## config.mk

```make
export PLATFORM = sky130hd
export DESIGN_NAME = rcec_top
export DESIGN_NICKNAME = d
export VERILOG_FILES = /design/src/rcec_pkg.sv /design/src/rcec_errq.sv /design/src/rcec_inbuf.sv /design/src/rcec_top.sv
export SDC_FILE = /design/constraint.sdc
export NUM_CORES = 1
export LEC_CHECK = 0
export ABC_AREA = 1
export BUFFER_PORTS_ARGS = -buffer_cell sky130_fd_sc_hd__buf_2
export CAP_MARGIN = 20
export CORE_MARGIN = 3
export CORE_UTILIZATION = 60
export DETAILED_ROUTE_END_ITERATION = 6
export HOLD_SLACK_MARGIN = 0.15
export MAX_ROUTING_LAYER = met4
export PLACE_DENSITY = 0.82
export REMOVE_ABC_BUFFERS = 1
export SETUP_SLACK_MARGIN = 0.4
export SLEW_MARGIN = 10
export SYNTH_ARGS = -nofsm -noshare
export SYNTH_HDL_FRONTEND = slang
export SYNTH_SLANG_ARGS = --single-unit
```

## constraint.sdc

```tcl
create_clock -name sys_clk -period 4.15 [get_ports sys_clk]
set_input_delay 0.6225 -clock sys_clk [delete_from_list [all_inputs] [get_ports sys_clk]]
set_output_delay 0.6225 -clock sys_clk [all_outputs]
set_load 0.02 [all_outputs]
```

## src/rcec_pkg.sv

```systemverilog
// package for the remote command error checker: codes, categories, carriers
// assumes a single 20 MHz clock domain, no software-reachable registers
//
// Behaviour
// - unmatched command header, bad characters or keywords log -101
// - space beside colon makes the header unmatched (-101, or -201 in a query); missing space before parameters counts as -101
// - numeric argument must be sign, digits, one point, optional exponent, else -102
// - enable-mask argument outside 0..255 is rejected as invalid argument
// - boolean parameter other than single 0 or 1 logs -103
// - termination before a required argument logs -104, command not executed
// - parameter outside its permitted range logs -105
// - writing zero offset or span in percent units logs -106
// - calibration change with missing or wrong passcode refused, logs -107
// - selecting user calibration when none exists refused, logs -108
// - unmatched query ending in question mark logs -201
// - new query during pending response discards remainder, logs -202
// - reading zero offset or span in percent units logs -203
// - four input buffers full drops new command and logs -301
// - over ten pending errors logs -302, then records none until one read
// - nonvolatile checksum mismatch logs -401
// - serial framing error logs -402
// - serial parity mismatch logs -403
// - serial receive overrun logs -404
// - queue of ten entries, read oldest first, removed on read
// - each error is a negative three-digit code with text description
// - reading an empty queue returns code zero, no errors
// - each category sets its own sticky event bit until user clears it
package rcec_pkg;
	localparam int RCEC_QDEPTH = 10;
	localparam int RCEC_QIDXW = 4;
	localparam int RCEC_NSRC = 19;
	localparam int RCEC_NINBUF = 4;
	localparam logic [7:0] RCEC_MASK_MAX = 8'hff;

	// codes held as their magnitude, shown negative to the host
	localparam logic [9:0] RCEC_E_NONE = 10'h000;
	localparam logic [9:0] RCEC_E_UNRCMD = 10'h065;
	localparam logic [9:0] RCEC_E_BADARG = 10'h066;
	localparam logic [9:0] RCEC_E_NONBOOL = 10'h067;
	localparam logic [9:0] RCEC_E_MISSPAR = 10'h068;
	localparam logic [9:0] RCEC_E_RANGE = 10'h069;
	localparam logic [9:0] RCEC_E_LENSET = 10'h06a;
	localparam logic [9:0] RCEC_E_PASSCODE = 10'h06b;
	localparam logic [9:0] RCEC_E_NOUCAL = 10'h06c;
	localparam logic [9:0] RCEC_E_UNRQRY = 10'h0c9;
	localparam logic [9:0] RCEC_E_QINTR = 10'h0ca;
	localparam logic [9:0] RCEC_E_LENQRY = 10'h0cb;
	localparam logic [9:0] RCEC_E_INOVF = 10'h12d;
	localparam logic [9:0] RCEC_E_ERROVF = 10'h12e;
	localparam logic [9:0] RCEC_E_CKSUM = 10'h191;
	localparam logic [9:0] RCEC_E_FRAME = 10'h192;
	localparam logic [9:0] RCEC_E_PARITY = 10'h193;
	localparam logic [9:0] RCEC_E_OVERRUN = 10'h194;

	typedef enum logic [1:0] {
		RCEC_CAT_CMD = 2'h0,
		RCEC_CAT_QRY = 2'h1,
		RCEC_CAT_EXE = 2'h3,
		RCEC_CAT_DEV = 2'h2
	} rcec_cat_t;

	// remote units
	localparam logic [1:0] RCEC_UNIT_PCT = 2'h0;

	// classified command as delivered by the parser, one-cycle valid
	typedef struct packed {
		logic valid;
		logic is_query;
		logic hdr_ok;
		logic colon_space;
		logic no_param_space;
		logic num_arg;
		logic num_ok;
		logic mask_arg;
		logic [8:0] mask_val;
		logic bool_arg;
		logic bool_ok;
		logic need_arg;
		logic arg_seen;
		logic range_bad;
		logic len_access;
		logic cal_change;
		logic pass_given;
		logic pass_match;
		logic sel_user;
	} rcec_cmd_t;

	// serial receiver and system events, one-cycle pulses
	typedef struct packed {
		logic frame_err;
		logic parity_err;
		logic overrun;
		logic cksum_bad;
		logic new_cmd;
	} rcec_evt_t;

	typedef struct packed {
		logic valid;
		logic [9:0] code;
		rcec_cat_t cat;
	} rcec_err_t;
endpackage

```

## src/rcec_errq.sv

```systemverilog
// ten-entry error queue with overflow marker
// assumes one error pushed per cycle at most; pop from the status reader
`timescale 1ns/1ps
`default_nettype none
module rcec_errq import rcec_pkg::*; (
	// clock and reset
	input wire logic sys_clk,
	input wire logic srst,
	// push side
	input wire logic push,
	input wire logic [9:0] push_code,
	// pop side
	input wire logic pop,
	output logic [9:0] head_code,
	output logic [RCEC_QIDXW-1:0] count
);
	logic [9:0] mem [RCEC_QDEPTH];
	logic [RCEC_QIDXW-1:0] rd_ptr;
	logic [RCEC_QIDXW-1:0] wr_ptr;
	logic locked;

	////////////////////////////////////////////////////////////////////////
	// decode
	wire q_empty = (count == '0);
	wire q_full = (count == RCEC_QIDXW'(RCEC_QDEPTH));
	wire do_pop = pop && !q_empty;
	// a push to a full queue overwrites the newest entry once, then locks
	wire do_push = push && !q_full && !locked;
	wire do_ovf = push && q_full && !locked;
	wire [RCEC_QIDXW-1:0] last_idx = (wr_ptr == '0) ?
		RCEC_QIDXW'(RCEC_QDEPTH - 1) : wr_ptr - 1'b1;
	wire [RCEC_QIDXW-1:0] next_wr = (wr_ptr == RCEC_QIDXW'(RCEC_QDEPTH - 1))
		? '0 : wr_ptr + 1'b1;
	wire [RCEC_QIDXW-1:0] next_rd = (rd_ptr == RCEC_QIDXW'(RCEC_QDEPTH - 1))
		? '0 : rd_ptr + 1'b1;
	assign head_code = q_empty ? RCEC_E_NONE : mem[rd_ptr];

	// storage, indexed writes
	always_ff @(posedge sys_clk) begin
		if (do_push)
			mem[wr_ptr] <= push_code;
		else if (do_ovf)
			mem[last_idx] <= RCEC_E_ERROVF;
	end

	// pointers and count: oldest first, removed on read
	always_ff @(posedge sys_clk) begin
		if (srst) begin
			rd_ptr <= '0;
			wr_ptr <= '0;
			count <= '0;
			locked <= 1'b0;
		end else begin
			if (do_push)
				wr_ptr <= next_wr;
			if (do_pop)
				rd_ptr <= next_rd;
			count <= count + (do_push ? 1'b1 : 1'b0) - (do_pop ? 1'b1 : 1'b0);
			// lock lifts once the host has read an entry
			if (do_pop)
				locked <= 1'b0;
			else if (do_ovf)
				locked <= 1'b1;
		end
	end
endmodule
`default_nettype wire

```

## src/rcec_inbuf.sv

```systemverilog
// occupancy tracker for the four pending input command buffers
// assumes new_cmd from the receiver and done from the interpreter
`timescale 1ns/1ps
`default_nettype none
module rcec_inbuf import rcec_pkg::*; (
	// clock and reset
	input wire logic sys_clk,
	input wire logic srst,
	// events
	input wire logic arrive,
	input wire logic done,
	output logic accept,
	output logic drop,
	output logic [2:0] used
);
	wire full = (used == 3'(RCEC_NINBUF));
	wire take = arrive && !full;
	wire freed = done && (used != '0);
	assign accept = take;
	assign drop = arrive && full;

	// occupancy counter; drop leaves the buffers untouched
	always_ff @(posedge sys_clk) begin
		if (srst)
			used <= '0;
		else
			used <= used + (take ? 3'h1 : 3'h0) - (freed ? 3'h1 : 3'h0);
	end
endmodule
`default_nettype wire

```

## src/rcec_top.sv

```systemverilog
// remote command error checker: classifies parsed commands, serial events
// and system faults into numbered errors, queues them, flags categories
// assumes parser delivers one classified command per valid pulse; serial
// events arrive as pins from another domain and are synchronised here
`timescale 1ns/1ps
`default_nettype none
module rcec_top import rcec_pkg::*; (
	// clock and reset
	input wire logic sys_clk,
	input wire logic srst,
	// parsed command from the interpreter
	input wire rcec_cmd_t cmd,
	input wire logic [1:0] units,
	input wire logic ucal_exists,
	input wire logic resp_busy,
	input wire logic cmd_done,
	// asynchronous serial fault toggles and checksum level, synchronised here; new_cmd is used directly
	input wire logic frame_tgl,
	input wire logic parity_tgl,
	input wire logic overrun_tgl,
	input wire logic cksum_bad,
	input wire logic new_cmd,
	// error queue readout
	input wire logic err_read,
	input wire logic [3:0] cat_clear,
	output logic [9:0] err_code,
	output logic err_empty,
	output logic [3:0] err_count,
	// status outputs
	output logic [3:0] cat_flags,
	output rcec_err_t err_strobe,
	output logic cmd_exec,
	output logic resp_flush,
	output logic cmd_drop,
	output logic [2:0] inbuf_used
);
	////////////////////////////////////////////////////////////////////////
	// pin synchronisers: toggles cross as levels, edges found after stage 2
	logic [2:0] tg_s1;
	logic [2:0] tg_s2;
	logic [2:0] tg_s3;
	logic ck_s1;
	logic ck_s2;
	always_ff @(posedge sys_clk) begin
		if (srst) begin
			tg_s1 <= '0;
			tg_s2 <= '0;
			tg_s3 <= '0;
			ck_s1 <= 1'b0;
			ck_s2 <= 1'b0;
		end else begin
			tg_s1 <= {overrun_tgl, parity_tgl, frame_tgl};
			tg_s2 <= tg_s1;
			tg_s3 <= tg_s2;
			ck_s1 <= cksum_bad;
			ck_s2 <= ck_s1;
		end
	end
	wire [2:0] ser_ev = tg_s2 ^ tg_s3;

	// checksum fault is a level; report it on its rising edge only
	logic ck_prev;
	always_ff @(posedge sys_clk) begin
		if (srst)
			ck_prev <= 1'b0;
		else
			ck_prev <= ck_s2;
	end
	wire ck_ev = ck_s2 && !ck_prev;

	////////////////////////////////////////////////////////////////////////
	// input buffer occupancy
	logic ib_drop;
	logic [2:0] ib_used;
	rcec_inbuf u_inbuf (
		.sys_clk(sys_clk),
		.srst(srst),
		.arrive(new_cmd),
		.done(cmd_done),
		.accept(),
		.drop(ib_drop),
		.used(ib_used)
	);

	////////////////////////////////////////////////////////////////////////
	// command classification, checked in order of precedence
	wire c_v = cmd.valid;
	wire c_q = cmd.is_query;
	wire pct = (units == RCEC_UNIT_PCT);
	// bad spacing around colons makes the header unrecognisable
	wire c_space = cmd.colon_space || (!c_q && cmd.no_param_space);
	wire c_hdr_bad = !cmd.hdr_ok || c_space;
	wire e_unrcmd = c_v && !c_q && c_hdr_bad;
	wire e_unrqry = c_v && c_q && c_hdr_bad;
	wire e_lenqry = c_v && c_q && !c_hdr_bad && cmd.len_access && pct;
	wire e_qintr = c_v && c_q && !c_hdr_bad && resp_busy;
	wire c_ok = c_v && !c_q && !c_hdr_bad;
	wire e_miss = c_ok && cmd.need_arg && !cmd.arg_seen;
	wire c_arg = c_ok && !e_miss;
	wire mask_bad = cmd.mask_arg && (cmd.mask_val > {1'b0, RCEC_MASK_MAX});
	wire e_badarg = c_arg && ((cmd.num_arg && !cmd.num_ok) || mask_bad);
	wire e_nonbool = c_arg && cmd.bool_arg && !cmd.bool_ok;
	wire c_fmt = c_arg && !e_badarg && !e_nonbool;
	wire e_pass = c_fmt && cmd.cal_change &&
		(!cmd.pass_given || !cmd.pass_match);
	wire e_noucal = c_fmt && !e_pass && cmd.sel_user && !ucal_exists;
	wire e_lenset = c_fmt && cmd.len_access && pct;
	wire e_range = c_fmt && !e_lenset && cmd.range_bad;
	wire c_err = e_unrcmd || e_miss || e_badarg || e_nonbool || e_pass ||
		e_noucal || e_lenset || e_range;

	////////////////////////////////////////////////////////////////////////
	// error sources as a vector, lowest index wins within a cycle
	logic [RCEC_NSRC-1:0] src;
	logic [9:0] src_code [RCEC_NSRC];
	assign src = {ck_ev, ser_ev[2], ser_ev[1], ser_ev[0], ib_drop,
		e_lenqry, e_qintr, e_unrqry, e_range, e_lenset, e_noucal, e_pass,
		e_range & 1'b0, e_nonbool, e_badarg, e_miss, e_unrcmd, 1'b0, 1'b0};
	assign src_code[0] = RCEC_E_NONE;
	assign src_code[1] = RCEC_E_NONE;
	assign src_code[2] = RCEC_E_UNRCMD;
	assign src_code[3] = RCEC_E_MISSPAR;
	assign src_code[4] = RCEC_E_BADARG;
	assign src_code[5] = RCEC_E_NONBOOL;
	assign src_code[6] = RCEC_E_NONE;
	assign src_code[7] = RCEC_E_PASSCODE;
	assign src_code[8] = RCEC_E_NOUCAL;
	assign src_code[9] = RCEC_E_LENSET;
	assign src_code[10] = RCEC_E_RANGE;
	assign src_code[11] = RCEC_E_UNRQRY;
	assign src_code[12] = RCEC_E_QINTR;
	assign src_code[13] = RCEC_E_LENQRY;
	assign src_code[14] = RCEC_E_INOVF;
	assign src_code[15] = RCEC_E_FRAME;
	assign src_code[16] = RCEC_E_PARITY;
	assign src_code[17] = RCEC_E_OVERRUN;
	assign src_code[18] = RCEC_E_CKSUM;

	// events lost to a same-cycle winner wait in a pending set
	logic [RCEC_NSRC-1:0] pend;
	wire [RCEC_NSRC-1:0] all_src = pend | src;
	logic [RCEC_NSRC-1:0] sel_oh;
	logic [9:0] sel_code;
	always_comb begin
		sel_oh = '0;
		sel_code = RCEC_E_NONE;
		for (int i = RCEC_NSRC - 1; i >= 0; i--) begin
			if (all_src[i]) begin
				sel_oh = RCEC_NSRC'(1) << i;
				sel_code = src_code[i];
			end
		end
	end
	wire sel_any = |all_src;
	wire [RCEC_NSRC-1:0] next_pend = all_src & ~sel_oh;

	// category of the chosen code follows its hundreds digit
	wire [1:0] sel_cat = (sel_code >= RCEC_E_CKSUM) ? RCEC_CAT_DEV :
		(sel_code >= RCEC_E_INOVF) ? RCEC_CAT_EXE :
		(sel_code >= RCEC_E_UNRQRY) ? RCEC_CAT_QRY : RCEC_CAT_CMD;

	always_ff @(posedge sys_clk) begin
		if (srst)
			pend <= '0;
		else
			pend <= next_pend;
	end

	////////////////////////////////////////////////////////////////////////
	// error queue
	logic [9:0] q_head;
	logic [RCEC_QIDXW-1:0] q_count;
	rcec_errq u_errq (
		.sys_clk(sys_clk),
		.srst(srst),
		.push(sel_any),
		.push_code(sel_code),
		.pop(err_read),
		.head_code(q_head),
		.count(q_count)
	);

	////////////////////////////////////////////////////////////////////////
	// sticky category flags: a new event wins over a same-cycle clear
	logic [3:0] set_cat;
	always_comb begin
		set_cat = '0;
		if (sel_any)
			set_cat[sel_cat] = 1'b1;
	end
	wire [3:0] next_flags = (cat_flags & ~cat_clear) | set_cat;

	// registered outputs
	always_ff @(posedge sys_clk) begin
		if (srst) begin
			cat_flags <= '0;
			err_strobe <= '0;
			cmd_exec <= 1'b0;
			resp_flush <= 1'b0;
			cmd_drop <= 1'b0;
			inbuf_used <= '0;
			err_code <= '0;
			err_empty <= 1'b1;
			err_count <= '0;
		end else begin
			cat_flags <= next_flags;
			// strobe fires even when the queue cannot store it
			err_strobe <= '{valid: sel_any, code: sel_code,
				cat: rcec_cat_t'(sel_cat)};
			// commands with any error are not executed
			cmd_exec <= c_ok && !c_err;
			// the new query replaces any unsent response
			resp_flush <= e_qintr;
			cmd_drop <= ib_drop;
			inbuf_used <= ib_used;
			err_code <= q_head;
			err_empty <= (q_count == '0);
			err_count <= q_count;
		end
	end
endmodule
`default_nettype wire

```

### Yosys cells after proc, flatten, opt, wreduce, memory -nomap -nowiden

Memories as Yosys holds them, arrays and structs flattened. A register that Yosys moved wholly into a read port is not among the register bits.
Index checks and enable logic that the tools add are counted.

| storage, ports and cells | value |
|---|---|
| register bits | 75 |
| latch bits | 0 |
| RAM bits | 100 |
| memory bits (read-only) | 0 |
| input bits | 44 |
| output and inout bits | 38 |
| logic and storage cells | 185 |
| memories kept | 1 |

Memory list:

| name | depth | bits a word | read ports | clocked after Yosys merged registers in | wr ports | line | text |
|---|---|---|---|---|---|---|---|
| u_errq.mem | 10 | 10 | 1 | 1 | 1 | rcec_errq.sv:17 | `logic [9:0] mem [RCEC_QDEPTH];` |

| operators by class | value |
|---|---|
| add/subtract/negate cells | 7 |
| $mul | 0 |
| divide/modulo/power cells | 0 |
| order comparisons | 6 |
| eq/ne operators | 4 |
| shift operators | 0 |
| mux-type cells | 59 |
| bitwise operators | 7 |
| reductions and logical operators | 79 |

Operators with widths:

| cell | number |
|---|---|
| $mux 19 | 19 |
| $mux 10 | 19 |
| $logic_and 1x1->1 | 40 |
| $ge 10x9->1 const B | 2 |
| $logic_not 1->1 | 20 |
| $mux 4 | 5 |
| $and 19x19->19 | 1 |
| $not 19->19 | 1 |
| $or 19x19->19 | 1 |
| $reduce_or 19->1 | 1 |
| $eq 4x4->1 const B | 3 |
| $mux 1 | 12 |
| $logic_or 1x1->1 | 11 |
| $ge 10x8->1 const B | 1 |
| $reduce_or 10->1 | 1 |
| $gt 9x8->1 const B | 1 |
| $mux 9 | 1 |
| $add 4x1->4 const B | 2 |
| $logic_not 4->1 | 2 |
| $add 4x4->4 | 1 |
| $and 4x4->4 | 1 |
| $mux 2 | 2 |
| $not 4->4 | 1 |
| $or 4x4->4 | 1 |
| other kinds (12) | 13 |

### Depth between registers and ports, before layout

| depth | value |
|---|---|
| word-level depth | 50 |
| mapped depth | 19 |
| mapped depth without buffers | 19 |

### Hierarchy

A second synthesis with hierarchy kept.

| unflattened totals | value |
|---|---|
| cell total of the unflattened synthesis | 945 |
| area total of the unflattened synthesis | 8205.4 µm² |

By module, submodules not included:

| module | instances | cells each | area each (µm²) | sequential area each (µm²) |
|---|---|---|---|---|
| rcec_errq | 1 | 555 | 5320.1 | 3343.2 |
| rcec_top | 1 | 361 | 2682.6 | 1301.2 |
| rcec_inbuf | 1 | 29 | 202.7 | 60.1 |

### Worst setup path after synthesis

OpenSTA, ideal clock, no wires.

| timing path | value |
|---|---|
| path type | input port to flip-flop |
| start point | in cmd[23] (netlist name) |
| end point | mem u_errq.mem[0][0], enable pin |
| library setup time | 374 ps |
| arrival time | 2402 ps |
| path slack | 1374 ps |
| stages on the path | 16 |
| buffers on the path | 0 |
| cell sequence | inv_1 -> nand2_1 -> nor2_1 -> nand2_1 -> nand2_1 -> inv_2 -> nand2_2 -> nor2_2 -> nand3_2 -> nor2_4 -> nand3_4 -> nand3_4 -> nand2_1 -> nand2_2 -> nand3_1 -> nor2_1 |

| between the ends | value |
|---|---|
| word-level cells in the longest chain between the ends | 27 |
| elaborated cells on any way between the ends | 46 |
| classes of those cells | mux (7); bitwise (1); reduce/logical (38) |

RTL lines:

| item | line | text |
|---|---|---|
| start: declaration | rcec_top.sv:12 | `input wire rcec_cmd_t cmd,` |
| $logic_or 1x1->1 (*) | rcec_top.sv:91 | `wire c_space = cmd.colon_space \|\| (!c_q && cmd.no_param_space);` |
| $logic_or 1x1->1 (*) | rcec_top.sv:92 | `wire c_hdr_bad = !cmd.hdr_ok \|\| c_space;` |
| $logic_not 1->1 | rcec_top.sv:95, rcec_top.sv:96, rcec_top.sv:97 |  |
| $logic_and 1x1->1 | rcec_top.sv:97 | `wire c_ok = c_v && !c_q && !c_hdr_bad;` |
| $logic_and 1x1->1 (2 in series) | rcec_top.sv:98 | `wire e_miss = c_ok && cmd.need_arg && !cmd.arg_seen;` |
| $logic_not 1->1 | rcec_top.sv:99 | `wire c_arg = c_ok && !e_miss;` |
| $logic_and 1x1->1 | rcec_top.sv:99 |  |
| $logic_and 1x1->1, on equally long branches | rcec_top.sv:101, rcec_top.sv:102 |  |
| (+9 left out) | n/a |  |
| $or 19x19->19 (*) | rcec_top.sv:141 | `wire [RCEC_NSRC-1:0] all_src = pend \| src;` |
| $reduce_or 19->1 (*) | rcec_top.sv:154 | `wire sel_any = \|all_src;` |
| $logic_and 1x1->1 (2 in series) | rcec_errq.sv:29 | `wire do_ovf = push && q_full && !locked;` |
| $mux 1 | rcec_errq.sv:42 | `else if (do_ovf)` |
| $mux 1 | rcec_errq.sv:40 | `if (do_push)` |
| $mux 1 (implied by the code) | rcec_errq.sv:43 | `mem[last_idx] <= RCEC_E_ERROVF;` |
| $reduce_or 10->1 (no source line) | n/a |  |
| $mux 4 (no source line) / $mux 1 (equally long branches) | n/a |  |
| end: declaration | rcec_errq.sv:17 |  |

Mark *: on every way between the ends. The rest lies on a longest branch, timed or not.

### Worst setup path after layout

| timing path | value |
|---|---|
| start point | in cmd[23] (netlist name) |
| end point | mem u_errq.mem[6][0], enable pin |

The elaborated chain is that of the path after synthesis.

==> Implementation_results.wiki <==
{| class="wikitable"
! Metric !! Value
|-
| Post-synthesis register bit count || 170
|-
| Number of hold violations in the final report || 0
|-
| Required time of the worst setup path || 4.27 ns
|-
| Via Count || 5321
|-
| Clock network power share || 0.312
|-
| WL final || approximately 16000 µm
|-
| Clock latency reported for the late side of the worst-skew pair || 0.43 ns
|-
| # diodes || 0
|-
| Ratio of cells with drive above 1 in the final layout || 0.183
|-
| Number of top-level design ports || just over 80
|-
| Slew at the pin with the worst max-slew slack || 0.971 ns
|-
| First-pass GRT wire length || roughly 25000 µm
|-
| DRT antenna net count || 0
|-
| Clk slew on worst S/H paths || around 0.06 ns
|-
| Largest buffer count on any clock path || 2
|-
| Input/output buffers || 71
|-
| Area enclosed by the die boundary || 13000 µm²
|-
| Share of the yosys chip area belonging to registers || 0.613
|-
| Switching power || 1.56 mW
|-
| Area grow syn2layout || 16.0%
|-
| Total clock sinks || 170
|-
| Initial Utilization || 0.631
|-
| Outcome || complete, no violations
|-
| Final critical delay including setup and external delays || 2.69 ns
|-
| Final Hold Slack || 0.394 ns
|-
| Internal power consumption || 3.36 mW
|-
| Final cycle utilization of the critical path || 0.648
|-
| Setup repair after global routing missed its margin || false
|-
| TritonCTS clock tree || yes
|-
| Fraction of synthesis flops using an asynchronous set or reset pin || 0
|-
| Minimum setup slack among reg-to-reg paths || 1.67 ns
|-
| Skew final || 0.0118 ns
|-
| IR drop worst, VDD || approximately 0.43 mV
|-
| TritonCTS Buffers || 17
|-
| Headroom to the max-slew limit || 0.352
|-
| CTS root buf || sky130_fd_sc_hd__clkbuf_16
|-
| Largest fanout on the critical path || 14
|-
| Level count of the clock H-tree || 4
|-
| Timing-limited maximum frequency || ~370 MHz
|-
| Critical path class || in2reg
|-
| Avg Cell Area, Syn || 9.78 µm²
|-
| GRT Residual Overflow || 0
|-
| Critical path startpoint category || input pin
|-
| Largest net degree at the start of global routing || 54
|-
| Final setup vio count || 0
|-
| Largest area contributor in the netlist || sky130_fd_sc_hd__edfxtp_1
|-
| Final routed wire length divided by cell count || 16.4 µm
|-
| Initial antenna violation count || 0
|-
| Synth Cell Area || 7020 µm²
|-
| Core region area || 11100 µm²
|-
| Area after DPL || 7560 µm²
|-
| Number of hold-repair buffers added at the cts stage || 0
|-
| Power per cell area || 604 nW/µm²
|-
| Via count of the first global-routing pass || 5261
|-
| Warnings, synthesis || 0
|-
| Number of distinct library cells after synthesis || 42
|-
| Post-Route Setup TNS || 0 ns
|-
| Static Leak || 3.53 nW
|-
| Cts repair resizes || 0
|-
| Switch share || 0.318
|-
| Layout Cell Area excl Fill || approximately 8100 µm²
|-
| Worst hold path type || in2reg
|-
| Max-capacitance violation count || 0
|-
| HPWL Detailed || 10100 µm
|-
| Biggest area contributors in the synthesized netlist || sky130_fd_sc_hd__edfxtp_1, sky130_fd_sc_hd__dfxtp_1, sky130_fd_sc_hd__nor2_1
|-
| Die height || 114 µm
|-
| Flip-flop cell with the highest count after synthesis || sky130_fd_sc_hd__edfxtp_1
|-
| Number of buffers inserted by post-CTS setup repair || 0
|-
| Via density per instance || 5.58
|-
| Last weighted congestion value of the routability-driven placer || 0.857
|-
| Commonest cells after routing, fill and taps aside || sky130_fd_sc_hd__nor2_1, sky130_fd_sc_hd__inv_1, sky130_fd_sc_hd__edfxtp_1
|-
| Number of standard cells after synthesis || 718
|-
| Layout Nets || between 800 and 900
|-
| Number of enable-type register cells in the synthesized netlist || 90
|-
| Reg power frac || 0.450
|-
| Share of Yosys cell area claimed by the top area cell type || 0.385
|-
| Site row count || 38
|-
| DRT iter0 DRCs || 341
|-
| CP Capture Type || register
|-
| Overall die width || 114 µm
|-
| Total global routing track utilization || 0.257
|-
| Final-report max-slew violation count || 0
|-
| Pre-Repair DR Iteration Count || 5
|-
| Logic gate share of total power || 0.238
|-
| Data arrival time of the critical path || 2.81 ns
|-
| Commonest non-fill, non-tap cell in the layout || sky130_fd_sc_hd__nor2_1
|-
| DRC viols || 0
|}
power groups by stage:
stage	Sequential [mW]	Clock (mW)	Combinational, mW
global placement	2.23	0	1.09
detailed placement	2.24	0	1.15
global route	2.24	1.61	1.32
finish	2.21	1.53	1.17
floorplan	2.34	0	0.657
CTS	2.21	1.54	1.17
synthesized netlist by cell type (3+ instances only):
library cell / n
sky130_fd_sc_hd__nand3_4: 4
sky130_fd_sc_hd__nor2_2: 6
sky130_fd_sc_hd__dfxtp_1: 80
sky130_fd_sc_hd__nor3_1: 11
sky130_fd_sc_hd__inv_1: 99
sky130_fd_sc_hd__edfxtp_1: 90
sky130_fd_sc_hd__clkinv_1: 3
sky130_fd_sc_hd__nand4_1: 11
sky130_fd_sc_hd__nand3_1: 30
sky130_fd_sc_hd__clkbuf_1: 18
sky130_fd_sc_hd__a21oi_1: 28
sky130_fd_sc_hd__ha_1: 8
sky130_fd_sc_hd__nand2_2: 4
sky130_fd_sc_hd__xor2_1: 5
sky130_fd_sc_hd__nor2_1: 111
sky130_fd_sc_hd__a31oi_1: 3
sky130_fd_sc_hd__nor2_4: 6
sky130_fd_sc_hd__inv_2: 8
sky130_fd_sc_hd__nand2_1: 89
sky130_fd_sc_hd__a221oi_1: 13
sky130_fd_sc_hd__o2111ai_1: 5
sky130_fd_sc_hd__o21ai_0: 56
critical path, stage by stage:
cell and delay, ns:
sky130_fd_sc_hd__buf_2 0.09, sky130_fd_sc_hd__inv_1 0.03, sky130_fd_sc_hd__nand2_1 0.13, sky130_fd_sc_hd__nor2_1 0.10, sky130_fd_sc_hd__nand2_1 0.09, sky130_fd_sc_hd__nand2_1 0.08, sky130_fd_sc_hd__inv_2 0.08, sky130_fd_sc_hd__nand2_2 0.06
sky130_fd_sc_hd__nor2_2 0.15, sky130_fd_sc_hd__nand3_2 0.13, sky130_fd_sc_hd__nor2_4 0.20, sky130_fd_sc_hd__nand3_4 0.17, sky130_fd_sc_hd__nand3_4 0.19, sky130_fd_sc_hd__nand2_1 0.08, sky130_fd_sc_hd__nand2_1 0.10, sky130_fd_sc_hd__nand2_1 0.11
sky130_fd_sc_hd__nor2_1 0.14, sky130_fd_sc_hd__buf_4 0.24
registers in the layout, summed over array words and instances (netlist names):
signal	count
u_errq.rd_ptr	4
cmd_exec	1
ck_prev	1
err_code	9
err_count	4
ck_s2	1
u_errq.count	4
u_inbuf.used	3
tg_s1	3
err_empty	1
resp_flush	1
tg_s2	3
ck_s1	1
inbuf_used	3
err_strobe	12
cat_flags	4
cmd_drop	1
u_errq.mem	90
u_errq.locked	1
pend	16
u_errq.wr_ptr	4
tg_s3	3
logic make-up after synthesis:
kind of cell / count (synthesis) / share of synthesized area
AOI/OAI and AO/OA: 119 / 0.102
xor gates and xnor gates: 5 / 0.00624
adders and majority gates: 10 / 0.0200
buffers and inverters: 133 / 0.0725
DFF: 170 / 0.613
other: 1 / 0.000534
and+or+nand+nor: 280 / 0.186
worst paths after layout:
| path | startpoint | end | depth (start not counted) |
|---|---|---|---|
| min reg2reg | ck_s1$_SDFF_PP0_ | ck_s2$_SDFF_PP0_ | 2 |
| min | frame_tgl | tg_s1[0]$_SDFF_PP0_ | 3 |
| max reg2reg | u_inbuf.used[1]$_SDFF_PP0_ | u_errq.mem[6][0]$_DFFE_PP_ | 11 |
| max | cmd[23] | u_errq.mem[6][0]$_DFFE_PP_ | 18 |
metrics by stage:
stage | instances | power [mW] | utilization | setup slack [ns]
finish | 953 | 4.92 | 0.732 | 1.46
global route | 953 | 5.16 | 0.732 | 1.23
global placement | 921 | 3.32 | 0.680 | 1.13
floorplan | 696 | 2.99 | - | 1.31
detailed placement | 921 | 3.39 | 0.680 | 1.06
CTS | 953 | 4.92 | 0.732 | 1.49
cell type report:
class / count / area [µm²]
multi-input combinational: 416 / 2210
fill: 784 / 2990
sequential: 170 / 4300
clock inverter: 12 / 110
tap: 140 / 175
clock buffer: 20 / 468
inverter: 110 / 413
timing repair buffer: 85 / 460
layer usage:
metal / global-route usage / vias up / part of all wire
met2: 0.452 / 235 / 0.52
met4: 0.117 / 0 / 0.028
li1: - / 2555 / -
met3: 0.0476 / 39 / 0.068
met1: 0.284 / 2492 / 0.38
met5: - / - / 0
Power figures use the tool's default switching activity.
